===== config.mk =====
export PLATFORM = sky130hd
export DESIGN_NAME = flash_write_erase_control
export DESIGN_NICKNAME = d
export VERILOG_FILES = /design/src/verilog/flash_ctl_pkg.sv /design/src/verilog/flash_write_erase_control.sv /design/src/verilog/posted_write_slot.sv
export SDC_FILE = /design/constraint.sdc
export NUM_CORES = 1
export LEC_CHECK = 0
export BUFFER_PORTS_ARGS = -buffer_cell sky130_fd_sc_hd__buf_2
export CAP_MARGIN = 40
export CORE_ASPECT_RATIO = 1.25
export CORE_MARGIN = 2
export CORE_UTILIZATION = 50
export CTS_CLUSTER_SIZE = 25
export DETAILED_ROUTE_END_ITERATION = 8
export GPL_TIMING_DRIVEN = 1
export PLACE_DENSITY = 0.78
export SYNTH_ARGS = -nofsm -noshare
export SYNTH_HDL_FRONTEND = slang
export SYNTH_HIERARCHICAL = 1
export SYNTH_SLANG_ARGS = --single-unit

===== constraint.sdc =====
create_clock -name clock -period 2.63 [get_ports clock]
set_input_delay 0.526 -clock clock [delete_from_list [all_inputs] [get_ports clock]]
set_output_delay 0.526 -clock clock [all_outputs]
set_load 0.01 [all_outputs]

===== src/verilog/flash_ctl_pkg.sv =====
package flash_ctl_pkg;
  // Special-function register addresses
  localparam logic [7:0] SFR_ERASE_CMD = 8'h94;
  localparam logic [7:0] SFR_FLASH_CTL = 8'hB2;
  localparam logic [7:0] SFR_PAGE_ADDR = 8'hB7;
  // Configuration register address
  localparam logic [15:0] CFG_FLASH_STAT = 16'h2702;
  // Fields of the flash control register
  localparam int PWE_BIT = 0;
  localparam int MEEN_BIT = 1;
  localparam int PSTWR_BIT = 2;
  localparam int PEND_BIT = 3;
  // Page address field
  localparam int PGADR_LSB = 1;
  localparam int PGADR_W = 7;
  localparam logic [6:0] PGADR_RESET = 7'h00;
  localparam logic [6:0] PGADR_LAST = 7'h3F;
  // Flash status register fields
  localparam int WRE_BIT = 1;
  localparam int RDE_BIT = 2;
  localparam int UNLOCK_LSB = 4;
  localparam logic [3:0] UNLOCK_RESET = 4'h0;
  localparam logic [3:0] UNLOCK_KEY = 4'h2;
  // Erase command codes
  localparam logic [7:0] ERASE_PAGE_CODE = 8'h55;
  localparam logic [7:0] ERASE_MASS_CODE = 8'hAA;
  typedef enum logic [1:0] {
    FLASH_OP_WRITE,
    FLASH_OP_PAGE_ERASE,
    FLASH_OP_MASS_ERASE
  } flash_op_t;
endpackage


===== src/verilog/flash_write_erase_control.sv =====
`timescale 1ns/1ps
module flash_write_erase_control #(
  parameter int ADDR_W = 16
) (
  // Clock and reset
  input wire logic clock,
  input wire logic rst_b,
  // Special-function register port from the processor core
  input wire logic sfr_wr,
  input wire logic [7:0] sfr_addr,
  input wire logic [7:0] sfr_wdata,
  output logic [7:0] sfr_rdata,
  // Configuration register port from the processor core
  input wire logic cfg_wr,
  input wire logic [15:0] cfg_addr,
  input wire logic [7:0] cfg_wdata,
  output logic [7:0] cfg_rdata,
  // External-space move from the core
  input wire logic xmove_wr,
  input wire logic [ADDR_W-1:0] data_pointer,
  input wire logic [7:0] xmove_data,
  input wire logic irq_global_enable,
  // External RAM write path
  output logic xram_wr,
  output logic [ADDR_W-1:0] xram_addr,
  output logic [7:0] xram_wdata,
  // Compute engine status
  input wire logic ce_enable,
  input wire logic ce_busy,
  // Security and port status
  input wire logic read_protect_setting,
  input wire logic port_write_allowed_in,
  input wire logic debug_emulation_port,
  // Flash array request
  output logic flash_req,
  output flash_ctl_pkg::flash_op_t flash_op,
  output logic [ADDR_W-1:0] flash_addr,
  output logic [7:0] flash_wdata,
  output logic [5:0] flash_page
);
  logic program_write_enable;
  logic mass_erase_enable;
  logic posted_write_enable;
  logic [6:0] page_erase_address;
  logic [3:0] modify_unlock_code;
  logic ce_busy_d;
  logic next_program_write_enable;
  logic next_mass_erase_enable;
  logic next_posted_write_enable;
  logic [6:0] next_page_erase_address;
  logic [3:0] next_modify_unlock_code;
  logic unlocked;
  logic to_flash;
  logic posted_mode;
  logic posted_write_pending;
  logic slot_load;
  logic slot_drain;
  logic [ADDR_W-1:0] slot_addr;
  logic [7:0] slot_data;
  logic immediate_write;
  logic erase_cmd_wr;
  logic page_erase_go;
  logic mass_erase_go;
  logic byte_written;
  logic next_flash_req;
  flash_ctl_pkg::flash_op_t next_flash_op;
  logic [ADDR_W-1:0] next_flash_addr;
  logic [7:0] next_flash_wdata;
  logic [5:0] next_flash_page;
  logic next_xram_wr;
  logic [ADDR_W-1:0] next_xram_addr;
  logic [7:0] next_xram_wdata;

  function automatic logic sfr_hit(input logic wr, input logic [7:0] a, input logic [7:0] t);
    return wr && (a == t);
  endfunction

  assign unlocked = (modify_unlock_code == flash_ctl_pkg::UNLOCK_KEY);
  assign to_flash = xmove_wr && program_write_enable;
  assign posted_mode = posted_write_enable && ce_enable;
  // A new write while the slot is full is dropped
  assign slot_load = to_flash && unlocked && posted_mode && !posted_write_pending;
  assign slot_drain = posted_write_pending && ce_busy_d && !ce_busy;
  assign immediate_write = to_flash && unlocked && !posted_mode && !posted_write_pending;
  assign byte_written = slot_load || immediate_write;
  assign erase_cmd_wr = sfr_hit(sfr_wr, sfr_addr, flash_ctl_pkg::SFR_ERASE_CMD);
  assign page_erase_go = erase_cmd_wr && unlocked
    && (sfr_wdata == flash_ctl_pkg::ERASE_PAGE_CODE);
  assign mass_erase_go = erase_cmd_wr && unlocked && mass_erase_enable && debug_emulation_port
    && (sfr_wdata == flash_ctl_pkg::ERASE_MASS_CODE);

  posted_write_slot #(
    .ADDR_W(ADDR_W)
  ) u_slot (
    .clock(clock),
    .rst_b(rst_b),
    .load(slot_load),
    .load_addr(data_pointer),
    .load_data(xmove_data),
    .drain(slot_drain),
    .full(posted_write_pending),
    .addr(slot_addr),
    .data(slot_data)
  );

  // Control registers
  always_comb begin
    next_program_write_enable = program_write_enable;
    next_mass_erase_enable = mass_erase_enable;
    next_posted_write_enable = posted_write_enable;
    next_page_erase_address = page_erase_address;
    next_modify_unlock_code = modify_unlock_code;
    if (sfr_hit(sfr_wr, sfr_addr, flash_ctl_pkg::SFR_FLASH_CTL)) begin
      if (!irq_global_enable) begin
        next_program_write_enable = sfr_wdata[flash_ctl_pkg::PWE_BIT];
      end
      next_mass_erase_enable = sfr_wdata[flash_ctl_pkg::MEEN_BIT];
      next_posted_write_enable = sfr_wdata[flash_ctl_pkg::PSTWR_BIT];
    end
    if (sfr_hit(sfr_wr, sfr_addr, flash_ctl_pkg::SFR_PAGE_ADDR)) begin
      next_page_erase_address = sfr_wdata[flash_ctl_pkg::PGADR_LSB +: flash_ctl_pkg::PGADR_W];
    end
    if (cfg_wr && cfg_addr == flash_ctl_pkg::CFG_FLASH_STAT) begin
      next_modify_unlock_code = cfg_wdata[flash_ctl_pkg::UNLOCK_LSB +: 4];
    end
    if (byte_written) begin
      next_program_write_enable = 1'b0;
    end
    if (mass_erase_go) begin
      next_mass_erase_enable = 1'b0;
    end
  end

  always_ff @(posedge clock or negedge rst_b) begin
    if (!rst_b) begin
      program_write_enable <= 1'b0;
      mass_erase_enable <= 1'b0;
      posted_write_enable <= 1'b0;
      page_erase_address <= flash_ctl_pkg::PGADR_RESET;
      modify_unlock_code <= flash_ctl_pkg::UNLOCK_RESET;
      ce_busy_d <= 1'b0;
    end else begin
      program_write_enable <= next_program_write_enable;
      mass_erase_enable <= next_mass_erase_enable;
      posted_write_enable <= next_posted_write_enable;
      page_erase_address <= next_page_erase_address;
      modify_unlock_code <= next_modify_unlock_code;
      ce_busy_d <= ce_busy;
    end
  end

  // Flash and RAM request outputs
  always_comb begin
    next_flash_req = 1'b0;
    next_flash_op = flash_op;
    next_flash_addr = flash_addr;
    next_flash_wdata = flash_wdata;
    next_flash_page = flash_page;
    next_xram_wr = 1'b0;
    next_xram_addr = xram_addr;
    next_xram_wdata = xram_wdata;
    if (xmove_wr && !program_write_enable) begin
      next_xram_wr = 1'b1;
      next_xram_addr = data_pointer;
      next_xram_wdata = xmove_data;
    end
    if (slot_drain) begin
      next_flash_req = 1'b1;
      next_flash_op = flash_ctl_pkg::FLASH_OP_WRITE;
      next_flash_addr = slot_addr;
      next_flash_wdata = slot_data;
    end else if (immediate_write) begin
      next_flash_req = 1'b1;
      next_flash_op = flash_ctl_pkg::FLASH_OP_WRITE;
      next_flash_addr = data_pointer;
      next_flash_wdata = xmove_data;
    end else if (page_erase_go && page_erase_address <= flash_ctl_pkg::PGADR_LAST) begin
      next_flash_req = 1'b1;
      next_flash_op = flash_ctl_pkg::FLASH_OP_PAGE_ERASE;
      next_flash_page = page_erase_address[5:0];
    end else if (mass_erase_go) begin
      next_flash_req = 1'b1;
      next_flash_op = flash_ctl_pkg::FLASH_OP_MASS_ERASE;
    end
  end

  always_ff @(posedge clock or negedge rst_b) begin
    if (!rst_b) begin
      flash_req <= 1'b0;
      flash_op <= flash_ctl_pkg::FLASH_OP_WRITE;
      flash_addr <= '0;
      flash_wdata <= 8'h00;
      flash_page <= 6'h00;
      xram_wr <= 1'b0;
      xram_addr <= '0;
      xram_wdata <= 8'h00;
    end else begin
      flash_req <= next_flash_req;
      flash_op <= next_flash_op;
      flash_addr <= next_flash_addr;
      flash_wdata <= next_flash_wdata;
      flash_page <= next_flash_page;
      xram_wr <= next_xram_wr;
      xram_addr <= next_xram_addr;
      xram_wdata <= next_xram_wdata;
    end
  end

  // Register reads
  always_comb begin
    sfr_rdata = 8'h00;
    if (sfr_addr == flash_ctl_pkg::SFR_FLASH_CTL) begin
      sfr_rdata[flash_ctl_pkg::PWE_BIT] = program_write_enable;
      sfr_rdata[flash_ctl_pkg::MEEN_BIT] = mass_erase_enable;
      sfr_rdata[flash_ctl_pkg::PSTWR_BIT] = posted_write_enable;
      sfr_rdata[flash_ctl_pkg::PEND_BIT] = posted_write_pending;
    end
  end

  always_comb begin
    cfg_rdata = 8'h00;
    if (cfg_addr == flash_ctl_pkg::CFG_FLASH_STAT) begin
      cfg_rdata[flash_ctl_pkg::WRE_BIT] = port_write_allowed_in;
      cfg_rdata[flash_ctl_pkg::RDE_BIT] = !read_protect_setting;
      cfg_rdata[flash_ctl_pkg::UNLOCK_LSB +: 4] = modify_unlock_code;
    end
  end
endmodule // flash_write_erase_control


===== src/verilog/posted_write_slot.sv =====
`timescale 1ns/1ps
// One-entry holding slot for a posted flash byte write
module posted_write_slot #(
  parameter int ADDR_W = 16
) (
  // Clock and reset
  input wire logic clock,
  input wire logic rst_b,
  // Fill side
  input wire logic load,
  input wire logic [ADDR_W-1:0] load_addr,
  input wire logic [7:0] load_data,
  // Drain side
  input wire logic drain,
  output logic full,
  output logic [ADDR_W-1:0] addr,
  output logic [7:0] data
);
  logic next_full;
  logic [ADDR_W-1:0] next_addr;
  logic [7:0] next_data;

  always_comb begin
    next_full = full;
    next_addr = addr;
    next_data = data;
    if (drain) begin
      next_full = 1'b0;
    end
    if (load && !full) begin
      next_full = 1'b1;
      next_addr = load_addr;
      next_data = load_data;
    end
  end

  always_ff @(posedge clock or negedge rst_b) begin
    if (!rst_b) begin
      full <= 1'b0;
      addr <= '0;
      data <= 8'h00;
    end else begin
      full <= next_full;
      addr <= next_addr;
      data <= next_data;
    end
  end
endmodule // posted_write_slot


======== Yosys cells after proc, flatten, opt, wreduce, memory -nomap -nowiden ========
Index checks and enable logic that the tools add are counted.
word-level totals
  word-level logic and storage cells ...... 85
  output and inout port bits .............. 74
  bits in registers ....................... 98
  input bits .............................. 75
operators by class
  equal/unequal tests ..................... 8
  multiplexer cells ....................... 23
  bitwise operators ....................... 2
  reductions and logical operators ........ 34
  $lt $le $gt $ge ......................... 1
operator list
  cell                                                             count
  equality test 8 bit (second input constant)                      4
  two-way mux 16 bit                                               2
  logical AND 1 bit                                                21
  equality test 16 x 14 -> 1 bit (second input constant)           1
  two-way mux 8 bit                                                2
  two-way mux 1 bit                                                12
  two-way mux 2 bit                                                5
  equality test 8 x 7 -> 1 bit (second input constant)             1
  two-way mux 4 bit                                                2
  nonzero test 2 bit                                               4
  less-or-equal comparator 7 x 6 -> 1 bit (second input constant)  1
  zero test 1 bit                                                  5
  equality test 4 x 2 -> 1 bit (second input constant)             1
  nonzero test 4 bit                                               1
  AND reduction 3 bit                                              1
  != test 2 x 1 -> 1 bit (second input constant)                   1
  NOT 1 bit                                                        2
  AND reduction 2 bit                                              1
  logical OR 1 bit                                                 1

======== Depth between registers and ports, before layout ========
Gate-level depths: netlist of the first run.
  word-level depth ........................ 10
  depth in mapped cells ................... 7
  gate-level depth less buffers ........... 5

======== Cells and area by module ========
Netlist of the first run, hierarchy kept.
modules (own cells, without submodules)
  module                     cells an instance  instances  area each (µm²)  seq. area each (µm²)
  flash_write_erase_control  260                1          3270.6           1826.8
  posted_write_slot          55                 1          1039.7           625.6

======== Worst setup path before layout of the first run ========
OpenSTA, ideal clock, no wires.
  path kind ............................... reg2reg
  start point ............................. reg modify_unlock_code[2]
  end point ............................... reg u_slot.addr[0]
  arrival ................................. 1.727 ns
  period minus slack after synthesis ...... 1.853 ns
  required time ........................... 2.505 ns
  slack ................................... 0.777 ns
  stages on the path, launching flop included .. 8
  path buffers ............................ 2
  library setup time ...................... 0.125 ns
  cell sequence ........................... dfrtp_1 > nor4b_4 > nand2_1 > nor2_1 > nor2b_2 > buf_6 > buf_12 > mux2_4
on the way
  longest elaborated chain between the ends .. 5
ends and longest elaborated chain
  element                          RTL line                          RTL
  from (decl)                      flash_write_erase_control.sv:45   logic [3:0] modify_unlock_code;
  from (signal assigned)           flash_write_erase_control.sv:140  modify_unlock_code <= flash_ctl_pkg::UNLOCK_RESET;
  from (signal assigned)           flash_write_erase_control.sv:147  modify_unlock_code <= next_modify_unlock_code;
  equality test 4 x 2 -> 1 bit     flash_write_erase_control.sv:78   assign unlocked = (modify_unlock_code == flash_ctl_pkg::UNLOCK_KEY);
  logical AND 1 bit (3 in series)  flash_write_erase_control.sv:82   assign slot_load = to_flash && unlocked && posted_mode && !posted_write_pending;
  named net slot_load              flash_write_erase_control.sv:56   logic slot_load;
  logical AND 1 bit                posted_write_slot.sv:30           if (load && !full) begin
  to (signal assigned)             posted_write_slot.sv:44           addr <= next_addr;
  to (decl)                        posted_write_slot.sv:16           output logic [ADDR_W-1:0] addr,
The timed path passes the listed nets, and every way through them passes these cells.
A chain may end at the register's enable or synchronous reset.

======== Final worst setup path of the first run ========
  start point ............................. reg modify_unlock_code[2]
  end point ............................... reg u_slot.addr[13]
The elaborated chain is that of the path after synthesis.

==> flow_metrics.tcl, run 1 <==
set metrics [dict create \
    antenna_found_initial 0 \
    synthTopCellsByArea "dfrtp_1 57%, mux2_2 12%, mux2_4 7.3%, mux2i_1 5.6%, o21ai_0 2.9%" \
    synthArstFlopShare_pct 100 \
    hp-class "input pin to async pin" \
    fin_ws_ns 0.570 \
    cpPeakStageDelay_ns 0.44 \
    final_cell_count_no_fill 557 \
    grt_pass1_wl_mm 13.9 \
    io_pins 149 \
    ctsResizeCount 0 \
    required_ns 2.88 \
    fillers 671 \
    crit_chain "nor4b_4 -> nand2_1 -> nor2_1 -> nor2b_4 -> buf_12 -> mux2_2" \
    min_period_ns 2.06 \
    r2r_start "modify_unlock_code[2]$_DFFE_PN0P_" \
    layout_common_cells "137 x buf_2, 98 x dfrtp_1, 45 x mux2_2, 29 x nand2_1, 25 x o21ai_0" \
    place_ws_ns 0.567 \
    crit_buf_inv 1 \
    end_kind "flop" \
    clk_path_buf_depth 2 \
    cts_root_buf "clkbuf_8" \
    antenna_cells 0 \
    syn_area_per_cell_sq_um 13.7 \
    dieArea_sq_um 9380 \
    cts_sinks 98 \
    synth_area_sq_um 4310 \
    hold_violations 0 \
    syn_inst 315 \
    syn_to_final_growth_pct 22.9 \
    nets 530 \
    yosysWarnings 6 \
    cts.hold.buffers_added 0 \
    grt_max_degree 46 \
    vias 2917 \
    drv_cap 0 \
    clk_latency_ns 0.36 \
    dp_hpwl_mm 6.43 \
    cts_tree "built" \
    p_per_area_nw_per_um2 540 \
    rows 37 \
    grt_pass1_vias 2934 \
    fin_crit_sh_pct 78.3 \
    cp.arrival_ns 2.31 \
    synth_top_family_by_area "multiplexers" \
    slowest_stage "nor4b_4" \
    crit_start "modify_unlock_code[2]$_DFFE_PN0P_" \
    cts_setup_buffers 0 \
    status "finished clean" \
    synth_adder_area_share_pct 0 \
    p_leak_nw 2.69 \
    ys_types 40 \
    cp-start-kind "flop" \
    via_per_inst 5.24 \
    ys.flop_type "dfrtp_1" \
    synth-edff-count 0 \
    fmax_ghz 0.485 \
    detail-route-antenna-nets 0 \
    initial_core_util_pct 52.0 \
    synth-seq-area-share_pct 56.9 \
    synth.area.mux_share_pct 24.6 \
    clock_skew_ns 0.00958 \
    yosys.area_share.simple_pct 10.4 \
    path_clk_slew_ns 0.09 \
    h-tree-depth 3 \
    place.gp.congestion 0.845 \
    die_y_microns 108 \
    synth_top_area_share_pct 56.9 \
    die_w_microns 87.0 \
    rsz0062_at_grt "false" \
    synth_top_area_cell "dfrtp_1" \
    crit_type "flop to flop" \
    tightest_slew_ns 0.533 \
    maxSlewHeadroom_pct 64.5 \
    fin_setup_tns_ns 0 \
    wirelength_mm 8.75 \
    grtUsageTotal_pct 19.4 \
    core_sq_um 8290 \
    finalSetupViolCount 0 \
    drc_errors 0 \
    synth_xor_area_share_pct 0 \
    firstDrtPassIters 4 \
    grt-ovfl-total 0 \
    synth_compound_area_share_pct 4.38 \
    numCtsBuffers 9 \
    drtIter0Drc 86 \
    ys_ff_latch 98 \
    portBuffers 138 \
    final_common_cell "buf_2" \
    slew_viol_final 0 \
    critPathTopFamily "simple AND/OR/NAND/NOR gates" \
    drive_above_1_share_pct 51.1 \
    routedWlPerCell_microns 15.7 \
    max-vdd-ir-drop_v 0.000463 \
    numPlacedInstances 541 \
    critical_path_peak_fanout 24 \
]
## final timing paths
check / cells past startpoint / slack [ns] / endpoint
max reg2reg: 6 / 0.57 / u_slot/addr[13]$_DFFE_PN0P_
max in group asynchronous: 2 / 1.88 / xram_addr[13]$_DFFE_PN0P_
min in group clock: 1 / 0.29 / ce_busy_d$_DFF_PN0_
min reg2reg: 2 / 0.48 / flash_addr[14]$_DFFE_PN0P_
min: 1 / 0.07 / modify_unlock_code[3]$_DFFE_PN0P_
max: 6 / 0.57 / u_slot/addr[13]$_DFFE_PN0P_
## synthesized netlist by cell type (all sizes together), types with 2 or more instances
library cell   n
a21oi          2
and2          11
and3b          3
and4           3
buf           15
clkbuf         6
dfrtp         98
mux2          66
mux2i         24
nand2         29
nand3          2
nand4          4
nor2           4
nor2b          2
nor3           2
nor4b          2
nor4bb         4
o21ai         25
## power by group
part	leakage, nW	switching (mW)	total (mW)	internal, mW
clock network	0.105	0.510	1.04	0.533
logic	1.27	0.125	0.244	0.118
registers	1.31	0.0225	1.57	1.55
total	2.69	0.658	2.86	2.20
## registers in the layout, summed over array words and instances, names as in the netlist, 2 cells and up
name                flops
flash_addr             16
flash_op                2
flash_page              6
flash_wdata             8
modify_unlock_code      4
page_erase_address      7
u_slot/addr            16
u_slot/data             8
xram_addr              16
xram_wdata              8
## final cells by class
cell class                      count  area (sq um)  area share (%)
Sequential cell                    98          2450            46.3
Multi-Input combinational cell    200          1730            32.7
Timing Repair Buffer              145           771            14.6
Clock buffer                        9           124            2.34
Tap cell                           97           121            2.29
Clock inverter                      7          93.8            1.77
Inverter                            1          3.75          0.0709
## through the flow
step	hold slack, ns	instance area [sq um]	utilization [%]	total power, mW
4_1_cts	0.0587	5300	63.9	2.90
5_1_grt	0.0649	5300	63.9	2.99
6_report	0.0656	5300	63.9	2.86
2_1_floorplan	0.230	4330	-	1.70
3_3_place_gp	0.456	5080	61.3	1.84
3_5_place_dp	0.464	5080	61.3	1.85
## layer usage
metal  track usage, %  up-vias  routed length (microns)
li1                 -     1379                        -
met1             24.6     1431                     3840
met2             31.7       95                     4290
met3             4.52       12                      464
met4             8.26        0                      159
met5                0        -                        0
## kinds of logic after synthesis
| kind of cell | count (synthesis) |
|---|---|
| and+or+nand+nor | 72 |
| DFF | 98 |
| muxes | 90 |
| other | 1 |
| buffers and inverters | 22 |
| AOI/OAI and AO/OA | 32 |
## worst register-to-register path: stages, from the launching register on
cell,delay (ns)
dfrtp_1,0.42
nor4b_4,0.44
nand2_1,0.15
nor2_1,0.16
nor2b_4,0.18
buf_12,0.23
mux2_2,0.37
No activity file was read; power rests on OpenSTA's default activity.
==> run 2: changes to the inputs <==
- ABC_AREA: unset -> 1
- PLACE_DENSITY: 0.78 -> 0.77
- clock period: 2.63 -> 1.9 ns (I/O delays scaled with it)
==> run 2 against run 1 <==
Via count grew 31%. First-iteration DRC count increased to 2.5 times the previous value. Worst hold slack worse by 0.028 ns. Area after synthesis increased by 2.7%. Critical path depth grew 3. Combinational power increased to 4.2 times the previous value. Clock power rose by 33%. Die area is 2.6% higher. Sequential power increased by 61%. Routed wire length increased by 15%. Final area is 1.0% higher. Critical endpoint is now u_slot/addr[3]$_DFFE_PN0P_. Largest power group unchanged.
==> flow_metrics.tcl, run 2 <==
set metrics [dict create \
    nets 724 \
    r2r_start "u_slot/full$_DFFE_PN0P_" \
    portBuffers 138 \
    status "finished clean" \
    numCtsBuffers 9 \
    finish.utilization_pct 61.8 \
    clk_latency_ns 0.36 \
    placed_cell_area_sq_um 5150 \
    ys.flop_type "dfrtp_1" \
    vias 3813 \
    clock_power_share_pct 27.9 \
    cts.hold.buffers_added 0 \
    yosysWarnings 6 \
    ctsResizeCount 0 \
    grt_max_degree 99 \
    gr-max-usage-layer "met2" \
    end_kind "flop" \
    die_w_microns 88.2 \
    synth-edff-count 0 \
    via_per_inst 4.93 \
    tightest_slew_ns 0.785 \
    drc_errors 0 \
    synthTopCellsByArea "dfrtp_1 55%, nand2_1 17%, nor2_1 4.7%, nand3_1 4.0%, a31oi_1 3.4%" \
    place_ws_ns 0.290 \
    syn_inst 517 \
    use_met3_pct 4.16 \
    hp-class "input pin to async pin" \
    p_per_area_nw_per_um2 923 \
    pwr-share-comb_pct 20.9 \
    cts_sinks 98 \
    required_ns 2.16 \
    place.gp.congestion 0.755 \
    drtIter0Drc 215 \
    drive_above_1_share_pct 29.7 \
    rows 38 \
    drv_cap 0 \
    synth_top_area_cell "dfrtp_1" \
    layout_common_cells "196 x nand2_1, 137 x buf_2, 98 x dfrtp_1, 55 x nor2_1, 35 x nand3_1" \
    h-tree-depth 3 \
    synth_area_sq_um 4430 \
    p_int_mw 3.52 \
    ys_types 30 \
    antenna_found_initial 0 \
    synth-seq-area-share_pct 55.4 \
    p_leak_nw 2.97 \
    crit_type "flop to flop" \
    cts_tree "built" \
    synthArstFlopShare_pct 100 \
    die_y_microns 109 \
    cp.arrival_ns 1.89 \
    max-vdd-ir-drop_v 0.000370 \
    detail-route-antenna-nets 0 \
    fin_setup_tns_ns 0 \
    core_sq_um 8650 \
    final_common_cell "nand2_1" \
    fin_crit_sh_pct 86.1 \
    yosys-top-cells-count "196 x nand2_1, 98 x dfrtp_1, 56 x nor2_1" \
    hold_violations 0 \
    use_met2_pct 39.3 \
    dieArea_sq_um 9630 \
    finalSetupViolCount 0 \
    path_clk_slew_ns 0.09 \
    cp-start-kind "flop" \
    sw_frac_of_total_pct 28.8 \
    clock_skew_ns 0.00528 \
    cts_root_buf "clkbuf_8" \
    ys_ff_latch 98 \
    design_area_sq_um 5350 \
    routedWlPerCell_microns 13.1 \
    firstDrtPassIters 4 \
    grtUsageTotal_pct 22.4 \
    grt_pass1_vias 3689 \
    synth.most_common_cell "nand2_1" \
    wirelength_mm 10.1 \
    initial_core_util_pct 51.2 \
    maxSlewHeadroom_pct 47.6 \
    slew_viol_final 0 \
    use_met1_pct 26.8 \
    io_pins 149 \
    clk_path_buf_depth 2 \
    fmax_ghz 0.611 \
    fin_ws_ns 0.265 \
    min_period_ns 1.64 \
    dp_hpwl_mm 6.96 \
    cts_setup_buffers 0 \
    antenna_cells 0 \
    syn_to_final_growth_pct 20.9 \
    crit_start "u_slot/full$_DFFE_PN0P_" \
    critical_path_peak_fanout 25 \
    switchingPower_mw 1.42 \
    fillers 794 \
    grt-ovfl-total 0 \
    syn_area_per_cell_sq_um 8.56 \
    p_seq_share_pct 51.2 \
    synth_top_area_share_pct 55.4 \
    largestRegisters "flash_addr: 16 flops, u_slot/addr: 16 flops, xram_addr: 16 flops" \
    rsz0062_at_grt "false" \
    grt_pass1_wl_mm 16.7 \
]
run 2: per-layer routing:
metal / wire (microns) / part of all wire (%) / up-vias
met5: 0 / 0 / -
met2: 5170 / 51 / 145
met4: 191 / 1.9 / 0
met1: 4150 / 41 / 1767
li1: - / - / 1885
met3: 585 / 5.8 / 16
run 2: final timing paths:
| kind | end | slack [ns] | cells past startpoint |
|---|---|---|---|
| min reg2reg | flash_page[1]$_DFFE_PN0P_ | 0.47 | 2 |
| max | u_slot/addr[3]$_DFFE_PN0P_ | 0.26 | 9 |
| max in group asynchronous | modify_unlock_code[3]$_DFFE_PN0P_ | 1.44 | 2 |
| min in group clock | ce_busy_d$_DFF_PN0_ | 0.17 | 1 |
| max reg2reg | u_slot/addr[3]$_DFFE_PN0P_ | 0.26 | 9 |
| min | page_erase_address[3]$_DFFE_PN0P_ | 0.04 | 2 |
run 2: per-stage QoR:
stage,hold slack (ns),cells,total power [mW]
finish,0.0371,773,4.94
floorplan,0.0844,522,3.11
CTS,0.0713,773,5.00
global route,0.0765,773,5.21
detailed placement,0.453,758,3.62
global placement,0.449,758,3.57
run 2: power by group through the flow:
stage               Sequential, mW  Combinational (mW)  Clock, mW
floorplan                     2.70               0.403          0
global placement              2.56                1.01          0
detailed placement            2.58                1.05          0
CTS                           2.53                1.05       1.42
global route                  2.57                1.15       1.49
finish                        2.53                1.03       1.38
run 2: final cells by class:
cell class	instances	area [sq um]	area share (%)
Sequential cell	98	2450	45.8
Multi-Input combinational cell	366	1650	30.9
Timing Repair Buffer	143	768	14.4
Clock buffer	13	169	3.16
Tap cell	120	150	2.81
Inverter	31	124	2.31
Clock inverter	2	35.0	0.655
run 2: critical path: stages (launching register included):
cell and delay [ns]:
dfrtp_1 0.45, inv_1 0.12, nand2_1 0.07, nor2_2 0.11
nand2_1 0.09, nor2_2 0.13, buf_12 0.20, nand2_8 0.17
nand2_1 0.12, nand2_1 0.06
run 2: logic make-up after synthesis:
logic type,count (synthesis),synth area share (%)
flops,98,55.4
compound gates,40,5.91
other cells,1,0.0847
buf+inv,58,7.77
simple gates,320,30.9
